## config.mk

```make
export PLATFORM = sky130hd
export DESIGN_NAME = adc_device_flat
export DESIGN_NICKNAME = d
export VERILOG_FILES = /design/src/rtl/adc_pkg.sv /design/src/rtl/adc_link_if.sv /design/src/rtl/adc_device.sv /design/src/flat_wrapper.sv
export VERILOG_INCLUDE_DIRS = /design/src /design/src/rtl
export SDC_FILE = /design/constraint.sdc
export NUM_CORES = 1
export LEC_CHECK = 0
export ABC_AREA = 1
export BUFFER_PORTS_ARGS = -buffer_cell sky130_fd_sc_hd__buf_2
export CAP_MARGIN = 10
export CORE_ASPECT_RATIO = 2
export CORE_MARGIN = 5
export CORE_UTILIZATION = 49
export CTS_CLUSTER_DIAMETER = 80
export DETAILED_ROUTE_END_ITERATION = 8
export PLACE_DENSITY = 0.67
export SYNTH_ARGS = -nofsm -noshare
export SYNTH_HDL_FRONTEND = slang
export SYNTH_SLANG_ARGS = --single-unit
export TNS_END_PERCENT = 30
```

## constraint.sdc

```tcl
create_clock -name core_clk_in -period 3.45 [get_ports core_clk_in]
set_clock_uncertainty 0.05 [all_clocks]
set_input_delay 1.035 -clock core_clk_in [delete_from_list [all_inputs] [get_ports core_clk_in]]
set_output_delay 1.035 -clock core_clk_in [all_outputs]
set_load 0.03 [all_outputs]
```

## src/rtl/adc_cfg.svh

```systemverilog
`ifndef ADC_CFG_SVH
`define ADC_CFG_SVH

// converter clock and time conversion, times kept in microseconds
`define FCLK_HZ 64'd4915200
`define US_FLOOR(us) (((us) * `FCLK_HZ) / 64'd1000000)
`define US_CEIL(us) (((us) * `FCLK_HZ + 64'd999999) / 64'd1000000)

// core clock 25 MHz, converter tick 4.9152 MHz by phase accumulation
`define TICK_STEP 18'd49152
`define TICK_MOD 18'd250000

// conversion periods in converter clocks
`define DIV_FAST 64'd61440
`define DIV_SLOW 64'd491520

`define T_SETTLE_FAST_US 64'd51000
`define T_SETTLE_SLOW_US 64'd401000
`define T_CAL_FAST_US 64'd101280
`define T_CAL_SLOW_US 64'd801020
`define T_STBY_FAST_US 64'd12460
`define T_STBY_SLOW_US 64'd99960
`define T_WAKE_FAST_US 64'd52510
`define T_WAKE_SLOW_US 64'd401800
`define T_UPDATE_US 64'd39
`define UPDATE_CYC 24'(`US_CEIL(`T_UPDATE_US))

// serial frame
`define RES_W 24
`define RES_MSB 5'd23
`define EDGE_FORCE 5'd24
`define EDGE_READ 5'd25
`define EDGE_CAL 5'd26
`define EDGE_MAX 5'd31
`define DISCARD_N 3'd4

// host sclk half period, 3 cycles = 120 ns >= 100 ns
`define SCLK_HALF 2'd2

// host register map
`define REG_CTRL 4'h0
`define REG_CMD 4'h4
`define REG_STATUS 4'h8
`define REG_DATA 4'hc
`define CTRL_RATE 0
`define CTRL_CH_LOW 1
`define CTRL_CH_HIGH 2
`define CTRL_STBY 3
`define CMD_READ 0
`define CMD_CAL 1
`define CMD_DISCARD 2

`endif

```

## src/rtl/adc_pkg.sv

```systemverilog
package adc_pkg;

typedef enum logic [4:0] {
    ST_CONVERT = 5'b00001,
    ST_SETTLE = 5'b00010,
    ST_CAL = 5'b00100,
    ST_STANDBY = 5'b01000,
    ST_WAKE = 5'b10000
} dev_state_e;

typedef enum logic [3:0] {
    H_IDLE = 4'b0001,
    H_WAIT = 4'b0010,
    H_HIGH = 4'b0100,
    H_LOW = 4'b1000
} host_state_e;

endpackage

```

## src/rtl/adc_link_if.sv

```systemverilog
`timescale 1ns/1ps
`default_nettype none

interface adc_link_if;
    logic sclk;
    logic ready_and_serial_out;
    logic rate_select;
    logic channel_select_low;
    logic channel_select_high;

    modport device (
        input sclk,
        input rate_select,
        input channel_select_low,
        input channel_select_high,
        output ready_and_serial_out
    );

    modport host (
        output sclk,
        output rate_select,
        output channel_select_low,
        output channel_select_high,
        input ready_and_serial_out
    );
endinterface

`default_nettype wire

```

## src/rtl/adc_device.sv

```systemverilog
// Function
// [RQ1] channel toggle holds line high until settled
// [RQ2] host discards four readings after unseen jumps
// [RQ3] rate pin selects clock divided by 491520/61440
// [RQ4] result is 24-bit two's complement
// [RQ5] results saturate at full-scale codes
// [RQ6] line low flags data, first edge gives MSB
// [RQ7] next bits per edge, 25th edge forces high
// [RQ8] unread result overwritten after one period
// [RQ9] host avoids reading in update window
// [RQ10] line holds last bit until update starts
// [RQ11] 26th falling edge starts offset calibration
// [RQ12] calibration ends with ready after fixed time
// [RQ13] calibration disconnects inputs, applies internal signal
// [RQ14] host keeps sclk quiet during calibration
// [RQ15] sclk held high long enough enters standby
// [RQ16] host raises sclk within window after ready
// [RQ17] standby powers analog down, line high
// [RQ18] sclk low wakes, first result after delay
// [RQ19] standby accepted mid-readback
// [RQ20] all durations counted in converter clocks
// [RQ21] edge counter restarts at each new result
`timescale 1ns/1ps
`default_nettype none
`include "adc_cfg.svh"

module adc_device
    import adc_pkg::*;
#(
    parameter logic [23:0] CONV_FAST = 24'(`DIV_FAST),
    parameter logic [23:0] CONV_SLOW = 24'(`DIV_SLOW),
    parameter logic [23:0] SETTLE_FAST = 24'(`US_FLOOR(`T_SETTLE_FAST_US)),
    parameter logic [23:0] SETTLE_SLOW = 24'(`US_FLOOR(`T_SETTLE_SLOW_US)),
    parameter logic [23:0] CAL_FAST = 24'(`US_CEIL(`T_CAL_FAST_US)),
    parameter logic [23:0] CAL_SLOW = 24'(`US_CEIL(`T_CAL_SLOW_US)),
    parameter logic [23:0] STBY_FAST = 24'(`US_CEIL(`T_STBY_FAST_US)),
    parameter logic [23:0] STBY_SLOW = 24'(`US_CEIL(`T_STBY_SLOW_US)),
    parameter logic [23:0] WAKE_FAST = 24'(`US_FLOOR(`T_WAKE_FAST_US)),
    parameter logic [23:0] WAKE_SLOW = 24'(`US_FLOOR(`T_WAKE_SLOW_US))
) (
    input wire logic core_clk_in,
    input wire logic resetn_in,
    adc_link_if.device link,
    input wire logic signed [25:0] filter_value_in,
    output logic [23:0] result_out,
    output logic result_strobe_out,
    output logic cal_input_select_out,
    output logic analog_power_down_out
);

    dev_state_e state_reg;
    logic [17:0] acc_reg;
    logic tick_reg;
    logic [23:0] cnt_reg;
    logic [23:0] hold_reg;
    logic armed_reg;
    logic [1:0] ch_prev_reg;
    logic sclk_prev_reg;
    logic [4:0] edge_reg;
    logic line_reg;
    logic signed [25:0] offset_reg;
    logic [23:0] target_w;
    logic [23:0] period_w;
    logic [23:0] stby_w;
    logic new_data_w;
    logic chan_change_w;
    logic sclk_rise_w;
    logic sclk_fall_w;
    logic cal_start_w;
    logic standby_enter_w;
    logic update_start_w;

    // clip the offset-corrected filter value to the 24-bit code range
    function automatic logic [23:0] sat24(input logic signed [26:0] v);
        logic signed [26:0] top;
        logic signed [26:0] bot;
        top = 27'sh07fffff;
        bot = -27'sh0800000;
        if (v > top)
        begin
            sat24 = 24'h7fffff; // RQ5
        end
        else if (v < bot)
        begin
            sat24 = 24'h800000; // RQ5
        end
        else
        begin
            sat24 = v[23:0]; // RQ4
        end
    endfunction

    assign period_w = link.rate_select ? CONV_FAST : CONV_SLOW; // RQ3
    assign stby_w = link.rate_select ? STBY_FAST : STBY_SLOW;
    assign chan_change_w = ch_prev_reg != {link.channel_select_high, link.channel_select_low};
    assign sclk_rise_w = link.sclk & ~sclk_prev_reg;
    assign sclk_fall_w = ~link.sclk & sclk_prev_reg;
    assign cal_start_w = (state_reg == ST_CONVERT) && sclk_fall_w && (edge_reg == `EDGE_CAL); // RQ11
    assign standby_enter_w = (state_reg == ST_CONVERT) && armed_reg
        && link.sclk && (hold_reg >= stby_w); // RQ15 RQ19
    assign update_start_w = (state_reg == ST_CONVERT) && tick_reg
        && (cnt_reg == period_w - `UPDATE_CYC); // RQ10

    always_comb
    begin
        case (state_reg)
            ST_SETTLE: target_w = link.rate_select ? SETTLE_FAST : SETTLE_SLOW;
            ST_CAL: target_w = link.rate_select ? CAL_FAST : CAL_SLOW;
            ST_WAKE: target_w = link.rate_select ? WAKE_FAST : WAKE_SLOW;
            default: target_w = period_w;
        endcase
    end

    assign new_data_w = tick_reg && (state_reg != ST_STANDBY) && !chan_change_w
        && !cal_start_w && !standby_enter_w && (cnt_reg >= target_w - 24'd1);

    // converter clock as an enable, exact on average against 25 MHz
    always_ff @(posedge core_clk_in or negedge resetn_in)
    begin
        if (!resetn_in)
        begin
            acc_reg <= 18'h0;
            tick_reg <= 1'b0;
        end
        else if (19'(acc_reg) + 19'(`TICK_STEP) >= 19'(`TICK_MOD))
        begin
            acc_reg <= acc_reg + `TICK_STEP - `TICK_MOD;
            tick_reg <= 1'b1; // RQ20
        end
        else
        begin
            acc_reg <= acc_reg + `TICK_STEP;
            tick_reg <= 1'b0;
        end
    end

    always_ff @(posedge core_clk_in or negedge resetn_in)
    begin
        if (!resetn_in)
        begin
            ch_prev_reg <= 2'b00;
            sclk_prev_reg <= 1'b0;
        end
        else
        begin
            ch_prev_reg <= {link.channel_select_high, link.channel_select_low};
            sclk_prev_reg <= link.sclk;
        end
    end

    always_ff @(posedge core_clk_in or negedge resetn_in)
    begin
        if (!resetn_in)
        begin
            state_reg <= ST_SETTLE;
            cnt_reg <= 24'h0;
        end
        else if (chan_change_w && state_reg != ST_STANDBY)
        begin
            state_reg <= ST_SETTLE; // RQ1
            cnt_reg <= 24'h0;
        end
        else if (cal_start_w)
        begin
            state_reg <= ST_CAL; // RQ11
            cnt_reg <= 24'h0;
        end
        else if (standby_enter_w)
        begin
            state_reg <= ST_STANDBY; // RQ15
            cnt_reg <= 24'h0;
        end
        else if (state_reg == ST_STANDBY)
        begin
            if (!link.sclk)
            begin
                state_reg <= ST_WAKE; // RQ18
            end
        end
        else if (new_data_w)
        begin
            state_reg <= ST_CONVERT; // RQ12 RQ18
            cnt_reg <= 24'h0;
        end
        else if (tick_reg)
        begin
            cnt_reg <= cnt_reg + 24'd1; // RQ20
        end
    end

    // inputs are reconnected at the end, so offset is sampled one conversion period into calibration
    always_ff @(posedge core_clk_in or negedge resetn_in)
    begin
        if (!resetn_in)
        begin
            offset_reg <= 26'sh0;
        end
        else if (state_reg == ST_CAL && tick_reg && cnt_reg == period_w)
        begin
            offset_reg <= filter_value_in; // RQ13
        end
    end

    always_ff @(posedge core_clk_in or negedge resetn_in)
    begin
        if (!resetn_in)
        begin
            result_out <= 24'h0;
            result_strobe_out <= 1'b0;
        end
        else
        begin
            result_strobe_out <= new_data_w;
            if (new_data_w)
            begin
                // overwrites any result not yet read
                result_out <= sat24(27'(filter_value_in) - 27'(offset_reg)); // RQ8 RQ4
            end
        end
    end

    always_ff @(posedge core_clk_in or negedge resetn_in)
    begin
        if (!resetn_in)
        begin
            edge_reg <= 5'd0;
        end
        else if (new_data_w)
        begin
            edge_reg <= 5'd0; // RQ21
        end
        else if (sclk_rise_w && edge_reg != `EDGE_MAX)
        begin
            edge_reg <= edge_reg + 5'd1;
        end
    end

    // standby hold timer only counts after a result has been flagged
    always_ff @(posedge core_clk_in or negedge resetn_in)
    begin
        if (!resetn_in)
        begin
            armed_reg <= 1'b0;
            hold_reg <= 24'h0;
        end
        else
        begin
            if (new_data_w)
            begin
                armed_reg <= 1'b1;
            end
            else if (standby_enter_w || state_reg != ST_CONVERT)
            begin
                armed_reg <= 1'b0;
            end
            if (!link.sclk || !armed_reg)
            begin
                hold_reg <= 24'h0;
            end
            else if (tick_reg && hold_reg != 24'hffffff)
            begin
                hold_reg <= hold_reg + 24'd1; // RQ15
            end
        end
    end

    always_ff @(posedge core_clk_in or negedge resetn_in)
    begin
        if (!resetn_in)
        begin
            line_reg <= 1'b1;
        end
        else if (new_data_w)
        begin
            line_reg <= 1'b0; // RQ6 RQ1 RQ12
        end
        else if (chan_change_w || cal_start_w || update_start_w
            || state_reg != ST_CONVERT)
        begin
            line_reg <= 1'b1; // RQ1 RQ10 RQ17
        end
        else if (sclk_rise_w && edge_reg <= `RES_MSB)
        begin
            line_reg <= result_out[`RES_MSB - edge_reg]; // RQ6 RQ7
        end
        else if (sclk_rise_w && edge_reg == `EDGE_FORCE)
        begin
            line_reg <= 1'b1; // RQ7 RQ11
        end
    end

    assign link.ready_and_serial_out = line_reg;
    assign cal_input_select_out = state_reg == ST_CAL; // RQ13
    assign analog_power_down_out = state_reg == ST_STANDBY; // RQ17

endmodule

`default_nettype wire

```

## src/flat_wrapper.sv

```systemverilog
// flat-port wrapper written by rule: the top's interface ports become plain ports
module adc_device_flat import adc_pkg::*;
#(
    parameter logic [23:0] CONV_FAST = 24'(`DIV_FAST),
    parameter logic [23:0] CONV_SLOW = 24'(`DIV_SLOW),
    parameter logic [23:0] SETTLE_FAST = 24'(`US_FLOOR(`T_SETTLE_FAST_US)),
    parameter logic [23:0] SETTLE_SLOW = 24'(`US_FLOOR(`T_SETTLE_SLOW_US)),
    parameter logic [23:0] CAL_FAST = 24'(`US_CEIL(`T_CAL_FAST_US)),
    parameter logic [23:0] CAL_SLOW = 24'(`US_CEIL(`T_CAL_SLOW_US)),
    parameter logic [23:0] STBY_FAST = 24'(`US_CEIL(`T_STBY_FAST_US)),
    parameter logic [23:0] STBY_SLOW = 24'(`US_CEIL(`T_STBY_SLOW_US)),
    parameter logic [23:0] WAKE_FAST = 24'(`US_FLOOR(`T_WAKE_FAST_US)),
    parameter logic [23:0] WAKE_SLOW = 24'(`US_FLOOR(`T_WAKE_SLOW_US))
)
  (core_clk_in, resetn_in, filter_value_in, result_out, result_strobe_out, cal_input_select_out, analog_power_down_out, link_sclk, link_rate_select, link_channel_select_low, link_channel_select_high, link_ready_and_serial_out);
  adc_link_if link_i ();
  input wire logic core_clk_in;
  input wire logic resetn_in;
  input wire logic signed [25:0] filter_value_in;
  output logic [23:0] result_out;
  output logic result_strobe_out;
  output logic cal_input_select_out;
  output logic analog_power_down_out;
  input wire logic [$bits(link_i.sclk)-1:0] link_sclk;
  input wire logic [$bits(link_i.rate_select)-1:0] link_rate_select;
  input wire logic [$bits(link_i.channel_select_low)-1:0] link_channel_select_low;
  input wire logic [$bits(link_i.channel_select_high)-1:0] link_channel_select_high;
  output wire logic [$bits(link_i.ready_and_serial_out)-1:0] link_ready_and_serial_out;
  assign link_i.sclk = link_sclk;
  assign link_i.rate_select = link_rate_select;
  assign link_i.channel_select_low = link_channel_select_low;
  assign link_i.channel_select_high = link_channel_select_high;
  assign link_ready_and_serial_out = link_i.ready_and_serial_out;
  adc_device #(.CONV_FAST(CONV_FAST), .CONV_SLOW(CONV_SLOW), .SETTLE_FAST(SETTLE_FAST), .SETTLE_SLOW(SETTLE_SLOW), .CAL_FAST(CAL_FAST), .CAL_SLOW(CAL_SLOW), .STBY_FAST(STBY_FAST), .STBY_SLOW(STBY_SLOW), .WAKE_FAST(WAKE_FAST), .WAKE_SLOW(WAKE_SLOW)) u_core (.core_clk_in(core_clk_in), .resetn_in(resetn_in), .link(link_i), .filter_value_in(filter_value_in), .result_out(result_out), .result_strobe_out(result_strobe_out), .cal_input_select_out(cal_input_select_out), .analog_power_down_out(analog_power_down_out));
endmodule
```

==> results.sh, run 1 <==
export IMPL_worst_endpoint_required_ns=3.69
export IMPL_p_seq_frac=0.382
export IMPL_cap_violations=0
export IMPL_leading_cell_types_in_the_layout_fill_and_taps_excluded="348 x sky130_fd_sc_hd__nand2_1, 204 x sky130_fd_sc_hd__inv_1, 140 x sky130_fd_sc_hd__nor2_1"
export IMPL_post_synth_main_area_contributors="sky130_fd_sc_hd__dfrtp_1 33%, sky130_fd_sc_hd__nand2_1 14%, sky130_fd_sc_hd__ha_1 9.0%, sky130_fd_sc_hd__inv_1 8.1%, sky130_fd_sc_hd__nor2_1 5.8%"
export IMPL_largest_net_degree_at_the_start_of_global_routing=62
export IMPL_tightestPinTransition_ns=0.5777
export IMPL_final_core_utilization=0.5900
export IMPL_setup_worst_path_start_class="flip-flop"
export IMPL_yosys_area_top_type="sky130_fd_sc_hd__dfrtp_1"
export IMPL_netlist_area_pre_place_um2=9582
export IMPL_layoutNonFillerInstCount=1745
export IMPL_final_seq_area_um2=3231
export IMPL_grt_overflow_total=0
export IMPL_drt_pass1_iter_count=5
export IMPL_vias_per_cell=5.179
export IMPL_p_comb_frac=0.199
export IMPL_intPower_mw=3.000
export IMPL_worst_setup_path_end_kind="flip-flop"
export IMPL_power_static_leakage_nw=5.788
export IMPL_gp_congestion=0.9527
export IMPL_sw_share=0.2987
export IMPL_cts_made_buffers=17
export IMPL_rr_endpoint="u_core.result_out[4]$_DFFE_PN0P_"
export IMPL_worst_hold_path_num_cells=1
export IMPL_power_density_cells_nw_per_um2=376.1
export IMPL_final_min_clock_period_ns=3.332
export IMPL_io_pin_count=60
export IMPL_syn_mean_instance_area_um2=6.969
export IMPL_total_die_area_um2=22620
export IMPL_mostFrequentLayoutCell="sky130_fd_sc_hd__nand2_1"
export IMPL_slew_violations=0
export IMPL_grt_first_pass_wirelength_um=41900
export IMPL_ys_ff_latch=129
export IMPL_grt_setup_unrepaired="yes"
export IMPL_timing_hold_ws_ns=0.4110
export IMPL_seq_area_frac_synth=0.3372
export IMPL_finalInstanceArea_um2=11370
export IMPL_place_detailed_hpwl_um=19800
export IMPL_final_nets=1575
export IMPL_drt_iter0_drc=372
export IMPL_worst_ir_drop_vdd_uv=363.8
export IMPL_synth_warning_count=0
export IMPL_first_global_vias=9157
export IMPL_final_layout_size_suffix_gt1_frac=0.1494
export IMPL_grtUsageTotal=0.2319
export IMPL_ys_flop_type="sky130_fd_sc_hd__dfrtp_1"
export IMPL_clk_latency_ns=0.42
export IMPL_status="finished, final reports clean"
export IMPL_critical_path_reg2reg_startpoint="u_core.state_reg[1]$_DFFE_PN1P_"
export IMPL_worstPathMaxFanout=23
export IMPL_clock_tree_buffer_depth=2
export IMPL_cts_htree_levels=4
export IMPL_ff2ff_path_depth=24
export IMPL_netlist_instances=1375
export IMPL_largest_register_ff_count=26
export IMPL_floorplan_die_height_um=207.8
export IMPL_multiInputGateArea_um2=5600
export IMPL_detail_route_drc_violations=0
export IMPL_cts_root_buffer="sky130_fd_sc_hd__clkbuf_16"
export IMPL_num_vias=9037
export IMPL_residual_antenna_violating_net_count_after_detailed_routing=0
export IMPL_net_switching_component_of_the_power_mw=1.278
export IMPL_n_fill_cell=1876
export IMPL_dp_cells=1702
export IMPL_routedWlPerCell_um=14.53
export IMPL_initial_utilization=0.4970
export IMPL_grt_antenna_before_repair=0
export IMPL_clock_sink_count=129
export IMPL_number_of_hold_buffers_added_after_cts=0
export IMPL_final_hold_fails=0
export IMPL_worst_ep_arrival_time_ns=3.58
export IMPL_fmaxAchievable_mhz=300.1
export IMPL_post_synth_edffs=0
export IMPL_crit_type="reg2reg"
export IMPL_design_core_area_um2=19280
export IMPL_finalWirelength_um=25360
export IMPL_clk_transition_reported_paths_ns=0.06
export IMPL_area_delta_synth_final_pct=18.71
export IMPL_finalSetupViolations=0
export IMPL_postSynth_asyncResetShare=1.000
export IMPL_placementRows=72
export IMPL_hold_path_startpoint="u_core.acc_reg[10]$_DFFE_PN0N_"
export IMPL_timing_reg2reg_setup_slack_ns=0.12
export IMPL_synth_largest_type_area_fraction=0.3317
export IMPL_finalPower_mw=4.278
export IMPL_synth_cell_types=55
export IMPL_placement_cell_area_um2=10430
export IMPL_cts_tree="done"
export IMPL_antenna_cells_inserted=0
export IMPL_holdPathEnd="u_core.acc_reg[10]$_DFFE_PN0N_"
export IMPL_hold_path_class="reg2reg"
export IMPL_relSlewSlack=0.6113
export IMPL_final_min_period_over_clock_period=0.9658
export IMPL_placement_io_buffers=59
export IMPL_die_x_um=108.9
export IMPL_power_share_clock=0.418
-- stage by stage --
stage,setup TNS [ns],worst slack (ns)
after CTS,0,0.03350
after global routing,-2.809,-0.08944
final,0,0.1179
after floorplan,0,0.01255
after detailed placement,-16.21,-0.3413
after global placement,-13.60,-0.2546
-- cells in the mapped netlist (all sizes together) (4+ instances only) --
library cell and n:
ha 69, nand3 73, inv 216, nor4 9, nor3 38, a211oi 4
or2 4, o21ai 75, dfrtp 127, o22ai 5, clkbuf 11, nand2 381
xor2 41, a21oi 76, o31ai 5, nand4 25, buf 17, xnor2 18
nor2 152
-- worst max-delay path by stage --
stage,from,end,cells after the start
after floorplan,link_rate_select,u_core.result_out[10]$_DFFE_PN0P_,20
after detailed placement,link_rate_select,u_core.result_out[4]$_DFFE_PN0P_,22
after CTS,u_core.state_reg[2]$_DFFE_PN0P_,u_core.result_out[4]$_DFFE_PN0P_,25
after global routing,u_core.state_reg[1]$_DFFE_PN1P_,u_core.cnt_reg[13]$_DFFE_PN0P_,26
final,u_core.state_reg[1]$_DFFE_PN1P_,u_core.result_out[4]$_DFFE_PN0P_,24
after global placement,link_rate_select,u_core.result_out[5]$_DFFE_PN0P_,21
-- cell type report --
cell class	instances	share of cell area
Sequential cell	129	0.2840
Inverter	218	0.07260
Clock buffer	20	0.04015
Multi-Input combinational cell	1001	0.4924
Tap cell	259	0.02849
Timing Repair Buffer	106	0.07062
Clock inverter	12	0.01177
-- power by group through the flow --
stage / clock network [mW] / registers [mW] / logic (mW)
finish: 1.79 / 1.64 / 0.852
global route: 1.89 / 1.64 / 0.983
CTS: 1.83 / 1.63 / 0.805
detailed placement: 0 / 1.66 / 0.798
global placement: 0 / 1.66 / 0.785
floorplan: 0 / 1.61 / 0.593
-- per-layer routing --
| layer | share of wire | GRT usage | vias up |
|---|---|---|---|
| met3 | 0.034 | 0.03704 | 82 |
| met4 | 0.051 | 0.1282 | 0 |
| li1 | - | - | 4589 |
| met2 | 0.56 | 0.4418 | 205 |
| met1 | 0.35 | 0.2272 | 4161 |
| met5 | 0 | 0 | - |
-- cell families (layout without fill, tap and decap cells) --
group                    Yosys count  after routing  share of synthesized area
AO/OA/AOI/OAI                    182            182                     0.1062
buffers and inverters            246            356                     0.1024
flip-flops                       129            129                     0.3372
AND/OR/NAND/NOR                  688            688                     0.3078
other                              1              2                  0.0003914
XOR/XNOR                          59             59                    0.05393
adder cells (fa/ha/maj)           70             70                    0.09219
-- critical path: stages, from the launching register on --
cell	delay, ns
sky130_fd_sc_hd__dfstp_2	0.57
sky130_fd_sc_hd__nor2_4	0.06
sky130_fd_sc_hd__nand2_4	0.09
sky130_fd_sc_hd__nor3_4	0.05
sky130_fd_sc_hd__buf_6	0.13
sky130_fd_sc_hd__nand2_4	0.07
sky130_fd_sc_hd__nand2_4	0.05
sky130_fd_sc_hd__nor2_4	0.11
sky130_fd_sc_hd__ha_4	0.15
sky130_fd_sc_hd__nand2_4	0.06
sky130_fd_sc_hd__nor2_4	0.12
sky130_fd_sc_hd__inv_2	0.06
sky130_fd_sc_hd__o22ai_1	0.10
sky130_fd_sc_hd__inv_1	0.09
sky130_fd_sc_hd__ha_4	0.27
sky130_fd_sc_hd__nand2_4	0.05
sky130_fd_sc_hd__nor3_2	0.15
sky130_fd_sc_hd__nand3_1	0.09
sky130_fd_sc_hd__inv_1	0.07
sky130_fd_sc_hd__nand4_1	0.08
sky130_fd_sc_hd__nand4_1	0.18
sky130_fd_sc_hd__nand2_4	0.14
sky130_fd_sc_hd__a21oi_4	0.15
sky130_fd_sc_hd__buf_12	0.17
sky130_fd_sc_hd__a21oi_1	0.09
-- timing repair --
action                                  4_1_cts  5_1_grt
pin swaps                                     0       27
endpoints found under the setup margin        4       60
cloned                                        0        2
gates resized for setup                       1       63
setup buffers                                 0        9
Power figures use the tool's default switching activity.
==> inputs of run 2 (changes only) <==
==> constraint.sdc (replaced) <==
create_clock -name core_clk_in -period 3.45 [get_ports core_clk_in]
set_clock_uncertainty 0.05 [all_clocks]
set_input_delay 0.345 -clock core_clk_in [delete_from_list [all_inputs] [get_ports core_clk_in]]
set_output_delay 0.345 -clock core_clk_in [all_outputs]
set_load 0.03 [all_outputs]
==> run 2 against run 1 <==
Sequential share of layout area is 0.38 points higher. Worst hold slack worse by 0.33 ns. Fmax is 1.5% lower. Worst setup slack worse by 0.052 ns. Cell count is 0.46% lower. Combinational power is 4.9% lower. Register-to-register slack worse by 0.05 ns. Routed wire length is 5.5% higher. Utilization is 0.76 points lower. Critical endpoint is now u_core.result_out[19]$_DFFE_PN0P_. Largest cell class unchanged.
==> results.sh, run 2 (synthesis gave the netlist of run 1 again) <==
export IMPL_placementRows=72
export IMPL_dp_cells=1687
export IMPL_grtUsageTotal=0.2349
export IMPL_clk_transition_reported_paths_ns=0.06
export IMPL_timing_final_ws_setup_ns=0.06626
export IMPL_finalSetupViolations=0
export IMPL_cpMaxStageDelayCell="sky130_fd_sc_hd__dfstp_2"
export IMPL_setup_worst_path_start_class="flip-flop"
export IMPL_relSlewSlack=0.5192
export IMPL_sw_share=0.3068
export IMPL_finalPower_mw=4.240
export IMPL_p_comb_frac=0.191
export IMPL_area_delta_synth_final_pct=17.18
export IMPL_largest_register_ff_count=26
export IMPL_drt_iter0_drc=313
export IMPL_hold_path_class="in2reg"
export IMPL_n_fill_cell=1927
export IMPL_floorplan_die_height_um=207.8
export IMPL_final_seq_area_um2=3232
export IMPL_p_seq_frac=0.387
export IMPL_mostFrequentLayoutCell="sky130_fd_sc_hd__nand2_1"
export IMPL_cts_htree_levels=4
export IMPL_leading_cell_types_in_the_layout_fill_and_taps_excluded="366 x sky130_fd_sc_hd__nand2_1, 207 x sky130_fd_sc_hd__inv_1, 141 x sky130_fd_sc_hd__nor2_1"
export IMPL_placement_io_buffers=59
export IMPL_initial_utilization=0.4970
export IMPL_cts_root_buffer="sky130_fd_sc_hd__clkbuf_16"
export IMPL_io_pin_count=60
export IMPL_path_cells="nor2_4 -> nand2_2 -> nor3_4 -> nand2_1 -> nand2_1 -> nor2_1 -> ha_2 -> nand2_2 -> nor2_4 -> inv_2 -> xor2_1 -> ha_1 -> nand2_2 -> nor3_2 -> nand3_1 -> inv_1 -> nand3_1 -> nand4_1 -> nand2_4 -> a21oi_4 -> clkbuf_16 -> a21oi_1"
export IMPL_slew_violations=0
export IMPL_worst_ep_arrival_time_ns=3.64
export IMPL_crit_type="reg2reg"
export IMPL_final_hold_fails=0
export IMPL_detail_route_drc_violations=0
export IMPL_num_vias=9129
export IMPL_residual_antenna_violating_net_count_after_detailed_routing=0
export IMPL_total_die_area_um2=22620
export IMPL_vias_per_cell=5.256
export IMPL_worst_endpoint_required_ns=3.71
export IMPL_largest_net_degree_at_the_start_of_global_routing=77
export IMPL_worst_ir_drop_vdd_uv=311.8
export IMPL_design_core_area_um2=19280
export IMPL_die_x_um=108.9
export IMPL_clock_tree_buffer_depth=2
export IMPL_grt_first_pass_wirelength_um=41920
export IMPL_worstPathMaxFanout=6
export IMPL_antenna_cells_inserted=0
export IMPL_finalWirelength_um=26740
export IMPL_gp_congestion=0.9326
export IMPL_tightestPinTransition_ns=0.7212
export IMPL_cell_seen_most_often_among_critical_path_stages="sky130_fd_sc_hd__nand2_2"
export IMPL_place_detailed_hpwl_um=20160
export IMPL_multiInputGateArea_um2=5557
export IMPL_cts_made_buffers=17
export IMPL_status="finished, final reports clean"
export IMPL_final_core_utilization=0.5824
export IMPL_power_share_clock=0.422
export IMPL_power_density_cells_nw_per_um2=377.6
export IMPL_layoutNonFillerInstCount=1737
export IMPL_cap_violations=0
export IMPL_timing_hold_ws_ns=0.07654
export IMPL_post_place_ws_ns=0.03520
export IMPL_grt_setup_unrepaired="yes"
export IMPL_final_layout_size_suffix_gt1_frac=0.1313
export IMPL_cts_tree="done"
export IMPL_first_global_vias=8986
export IMPL_routedWlPerCell_um=15.39
export IMPL_max_stage_delay_ns=0.56
export IMPL_fmaxAchievable_mhz=295.5
export IMPL_intPower_mw=2.939
export IMPL_final_nets=1568
export IMPL_grt_antenna_before_repair=0
export IMPL_worst_setup_path_end_kind="flip-flop"
export IMPL_net_switching_component_of_the_power_mw=1.301
export IMPL_final_min_period_over_clock_period=0.9808
export IMPL_clock_sink_count=129
export IMPL_clk_latency_ns=0.42
export IMPL_power_static_leakage_nw=5.692
export IMPL_drt_pass1_iter_count=5
export IMPL_final_min_clock_period_ns=3.384
export IMPL_grt_overflow_total=0
==> run 2: stage by stage <==
step / TNS, ns / area (um2)
4_1_cts: 0 / 10850
5_1_grt: -3.946 / 11230
2_1_floorplan: 0 / 9585
6_report: 0 / 11230
3_5_place_dp: 0 / 10240
3_3_place_gp: 0 / 10240
==> run 2: layer usage <==
layer	vias up	GRT usage	part of all wire
met3	106	0.03610	0.035
li1	4583	-	-
met1	4207	0.2297	0.35
met4	0	0.1386	0.065
met5	-	0	0
met2	233	0.4448	0.55
==> run 2: path summary, 6_finish.rpt <==
path	startpoint	endpoint	slack, ns	depth (start not counted)
max	u_core.state_reg[1]$_DFFE_PN1P_	u_core.result_out[19]$_DFFE_PN0P_	0.07	22
min	link_sclk	u_core.sclk_prev_reg$_DFF_PN0_	0.08	1
max reg2reg	u_core.state_reg[1]$_DFFE_PN1P_	u_core.result_out[19]$_DFFE_PN0P_	0.07	22
min reg2reg	u_core.acc_reg[10]$_DFFE_PN0N_	u_core.acc_reg[10]$_DFFE_PN0N_	0.42	1
max in group asynchronous	resetn_in	u_core.state_reg[1]$_DFFE_PN1P_	2.07	3
min in group asynchronous	resetn_in	u_core.hold_reg[14]$_DFFE_PN0P_	0.48	2
==> run 2: layout make-up <==
class                      count  share of cell area
sequential                   129              0.2878
timing repair buffer          95             0.06296
clock inverter                12             0.01192
clock buffer                  19             0.03945
tap                          259             0.02886
inverter                     218             0.07410
multi-input combinational   1005              0.4949
==> run 2: worst max-delay path: cells and delay by family (launching register included) <==
kind	cells	cell delay (ns)
DFF	1	0.56
AOI/OAI and AO/OA	2	0.34
and+or+nand+nor	14	1.31
adders and majority gates	2	0.49
xor gates and xnor gates	1	0.16
buffers and inverters	3	0.34
==> run 2: power groups by stage <==
stage / registers [mW] / clock network, mW / logic [mW]
6_report: 1.64 / 1.79 / 0.810
3_5_place_dp: 1.66 / 0 / 0.756
3_3_place_gp: 1.66 / 0 / 0.745
5_1_grt: 1.65 / 1.88 / 0.921
4_1_cts: 1.64 / 1.83 / 0.763
2_1_floorplan: 1.61 / 0 / 0.590
==> run 2: timing repair <==
| item | 4_1_cts | 5_1_grt |
|---|---|---|
| setup endpoints to repair | 0 | 53 |
| gates resized for setup | 0 | 42 |
| endpoints found under the hold margin | 76 | 0 |
| buffers inserted | 0 | 7 |
| hold buffers | 3 | 0 |
==> inputs of run 3 (changes only) <==
Settings changed: ABC_AREA 1 to not set.
==> run 3 against run 2 <==
The run now ends with hold timing, setup timing left. Flip-flop and latch count did not move. Via count decreased by 18%. Worst setup slack got worse by 0.63 ns. Sequential share of layout area grew 2.4 points. Utilization grew 1.7 points. Die area fell by 9.8%. Combinational power shrank 42%. Synthesized area shrank 11%. Fmax fell by 16%. Clock power fell by 5%.
==> results.sh, run 3 <==
export IMPL_status="finished with violations"
export IMPL_failed_checks="hold timing, setup timing"
export IMPL_power_density_cells_nw_per_um2=363.5
export IMPL_grt_first_pass_wirelength_um=38290
export IMPL_drt_pass1_iter_count=4
export IMPL_seq_area_frac_synth=0.3770
export IMPL_post_synth_most_frequent_cells="127 x sky130_fd_sc_hd__dfrtp_1, 104 x sky130_fd_sc_hd__nand2_1, 83 x sky130_fd_sc_hd__o21ai_0"
export IMPL_synth_warning_count=0
export IMPL_clk_transition_reported_paths_ns=0.06
export IMPL_worst_ep_arrival_time_ns=4.32
export IMPL_slew_violations=0
export IMPL_p_seq_frac=0.423
export IMPL_placement_io_buffers=59
export IMPL_post_synth_main_area_contributors="sky130_fd_sc_hd__dfrtp_1 37%, sky130_fd_sc_hd__ha_1 10%, sky130_fd_sc_hd__o21ai_0 4.8%, sky130_fd_sc_hd__nand2_1 4.6%, sky130_fd_sc_hd__xnor2_1 4.2%"
export IMPL_cts_htree_levels=4
export IMPL_gp_congestion=0.9104
export IMPL_floorplan_die_height_um=197.0
export IMPL_final_nets=1176
export IMPL_place_detailed_hpwl_um=16970
export IMPL_fmaxAchievable_mhz=249.3
export IMPL_grt_setup_unrepaired="yes"
export IMPL_cts_tree="done"
export IMPL_grt_overflow_total=0
export IMPL_io_pin_count=60
export IMPL_clock_tree_buffer_depth=2
export IMPL_synth_most_common_cell="sky130_fd_sc_hd__dfrtp_1"
export IMPL_dp_cells=1247
export IMPL_multiInputGateArea_um2=5174
export IMPL_clock_sink_count=129
export IMPL_initial_utilization=0.4962
export IMPL_finalWirelength_um=22790
export IMPL_power_static_leakage_nw=4.849
export IMPL_final_layout_size_suffix_gt1_frac=0.1989
export IMPL_sw_share=0.2531
export IMPL_yosys_area_top_type="sky130_fd_sc_hd__dfrtp_1"
export IMPL_leading_cell_types_in_the_layout_fill_and_taps_excluded="126 x sky130_fd_sc_hd__dfrtp_1, 103 x sky130_fd_sc_hd__nand2_1, 80 x sky130_fd_sc_hd__nor2_1"
export IMPL_p_comb_frac=0.125
export IMPL_synth_cell_types=72
export IMPL_final_hold_fails=23
export IMPL_n_fill_cell=1546
export IMPL_hold_path_class="in2async"
export IMPL_layoutNonFillerInstCount=1296
export IMPL_worst_endpoint_required_ns=3.76
export IMPL_area_delta_synth_final_pct=20.81
export IMPL_syn_mean_instance_area_um2=9.040
export IMPL_residual_antenna_violating_net_count_after_detailed_routing=0
export IMPL_ys_flop_type="sky130_fd_sc_hd__dfrtp_1"
export IMPL_drt_iter0_drc=274
export IMPL_post_synth_edffs=0
export IMPL_first_global_vias=7815
export IMPL_ys_ff_latch=129
export IMPL_netlist_area_pre_place_um2=8569
export IMPL_timing_hold_ws_ns=-0.03428
export IMPL_finalSetupViolations=61
export IMPL_post_place_ws_ns=-0.7238
export IMPL_final_min_clock_period_ns=4.012
export IMPL_grt_antenna_before_repair=0
export IMPL_design_core_area_um2=17270
export IMPL_largest_register_ff_count=26
export IMPL_finalPower_mw=3.763
export IMPL_num_vias=7525
export IMPL_detail_route_drc_violations=0
export IMPL_netlist_instances=948
export IMPL_cts_root_buffer="sky130_fd_sc_hd__clkbuf_16"
export IMPL_worst_ir_drop_vdd_uv=352.1
export IMPL_cts_made_buffers=17
export IMPL_setup_worst_path_start_class="flip-flop"
export IMPL_final_seq_area_um2=3232
export IMPL_largest_net_degree_at_the_start_of_global_routing=100
export IMPL_grtUsageTotal=0.2316
export IMPL_worst_setup_path_end_kind="flip-flop"
export IMPL_clk_latency_ns=0.43
export IMPL_vias_per_cell=5.806
export IMPL_postSynth_asyncResetShare=1.000
export IMPL_total_die_area_um2=20390
export IMPL_intPower_mw=2.811
export IMPL_tightestPinTransition_ns=1.068
export IMPL_synth_largest_type_area_fraction=0.3709
export IMPL_antenna_cells_inserted=0
export IMPL_net_switching_component_of_the_power_mw=0.9526
export IMPL_timing_final_ws_setup_ns=-0.5618
export IMPL_worstPathMaxFanout=6
export IMPL_die_x_um=103.5
export IMPL_relSlewSlack=0.2856
export IMPL_cap_violations=0
export IMPL_mostFrequentLayoutCell="sky130_fd_sc_hd__dfrtp_1"
export IMPL_crit_type="reg2reg"
export IMPL_final_min_period_over_clock_period=1.163
export IMPL_power_share_clock=0.452
export IMPL_routedWlPerCell_um=17.58
export IMPL_placementRows=68
==> run 3: cell count changes after synthesis, sizes merged, moves of 16 or more <==
cell / change
nor3: -17
xnor2: +23
nand3: -49
o21ai: +19
a221o: +23
xor2: -16
inv: -154
nand2: -277
nor2: -71
a21oi: -32
==> run 3: timing repair <==
action | 4_1_cts | 5_1_grt
hold endpoints to repair | 2 | 0
gates resized for setup | 27 | 18
pin swaps | 3 | 5
buffers inserted | 4 | 5
hold buffers | 2 | 0
gates cloned | 5 | 2
setup endpoints to repair | 60 | 61
==> run 3: final timing paths <==
kind                                                 start                          endpoint  slack [ns]  cells past startpoint
max                        u_core.state_reg[1]$_DFFE_PN1P_  u_core.result_out[2]$_DFFE_PN0P_       -0.56                     19
min                                              resetn_in  u_core.offset_reg[3]$_DFFE_PN0P_       -0.03                      1
max reg2reg                u_core.state_reg[1]$_DFFE_PN1P_  u_core.result_out[2]$_DFFE_PN0P_       -0.56                     19
min reg2reg                 u_core.acc_reg[11]$_DFFE_PN0N_    u_core.acc_reg[11]$_DFFE_PN0N_        0.42                      1
max in group asynchronous                        resetn_in    u_core.hold_reg[3]$_DFFE_PN0P_        2.55                      2
min in group core_clk_in                         link_sclk    u_core.sclk_prev_reg$_DFF_PN0_        0.09                      1
==> run 3: per-stage QoR <==
stage	setup TNS (ns)	hold WS, ns	utilization	instance area (um2)
6_report	-22.40	-0.03428	0.5994	10350
5_1_grt	-34.22	0.05751	0.5994	10350
4_1_cts	-18.84	0.02400	0.5919	10220
3_5_place_dp	-29.99	0.4136	0.5469	9447
3_3_place_gp	-25.17	0.4112	0.5469	9447
2_1_floorplan	-15.94	-0.0005911	-	8606
==> run 3: layout make-up <==
class / instances / area share
clock inverters: 6 / 0.005318
inverters: 62 / 0.02296
flip-flops and latches: 129 / 0.3122
clock buffers: 25 / 0.04786
multi-input cells: 730 / 0.4998
repair buffers: 134 / 0.08654
well taps: 210 / 0.02538
==> run 3: metal layers <==
| metal | global-route usage | vias to the layer above | share of wire |
|---|---|---|---|
| met5 | 0 | - | 0 |
| met4 | 0.1397 | 0 | 0.057 |
| met3 | 0.03729 | 82 | 0.027 |
| met2 | 0.4413 | 159 | 0.56 |
| met1 | 0.2304 | 3610 | 0.36 |
| li1 | - | 3674 | - |
==> run 3: power by group through the flow <==
stage,combinational [mW],sequential (mW),clock [mW]
final,0.472,1.59,1.70
after floorplan,0.302,1.60,0
after CTS,0.468,1.59,1.73
after global placement,0.451,1.62,0
after detailed placement,0.454,1.62,0
after global routing,0.539,1.60,1.80
==> run 3: logic make-up (layout without fill, tap and decap cells) <==
family                     after synthesis  after routing  share of synthesized area
muxes                                   11             11                    0.02321
AOI/OAI and AO/OA                      241            247                     0.1876
and+or+nand+nor                        334            334                     0.1913
adders and majority gates               70             70                     0.1031
DFF                                    129            129                     0.3770
xor gates and xnor gates                66             66                    0.06745
other                                    1              2                  0.0004376
buffers and inverters                   96            227                    0.04993
==> run 3: critical path: stages, from the launching register on <==
cell and delay (ns):
sky130_fd_sc_hd__dfstp_2 0.56, sky130_fd_sc_hd__nand2b_4 0.13, sky130_fd_sc_hd__o21a_1 0.13, sky130_fd_sc_hd__o32ai_2 0.08, sky130_fd_sc_hd__nand2_1 0.12, sky130_fd_sc_hd__ha_4 0.17
sky130_fd_sc_hd__nor2b_4 0.18, sky130_fd_sc_hd__a21oi_2 0.05, sky130_fd_sc_hd__o21ai_2 0.16, sky130_fd_sc_hd__a221oi_4 0.05, sky130_fd_sc_hd__ha_1 0.29, sky130_fd_sc_hd__nand4_1 0.09
sky130_fd_sc_hd__or4_4 0.45, sky130_fd_sc_hd__a21oi_4 0.16, sky130_fd_sc_hd__nor3_4 0.06, sky130_fd_sc_hd__or3b_4 0.41, sky130_fd_sc_hd__a311oi_4 0.27, sky130_fd_sc_hd__buf_6 0.18
sky130_fd_sc_hd__o31a_4 0.21, sky130_fd_sc_hd__a221o_1 0.14
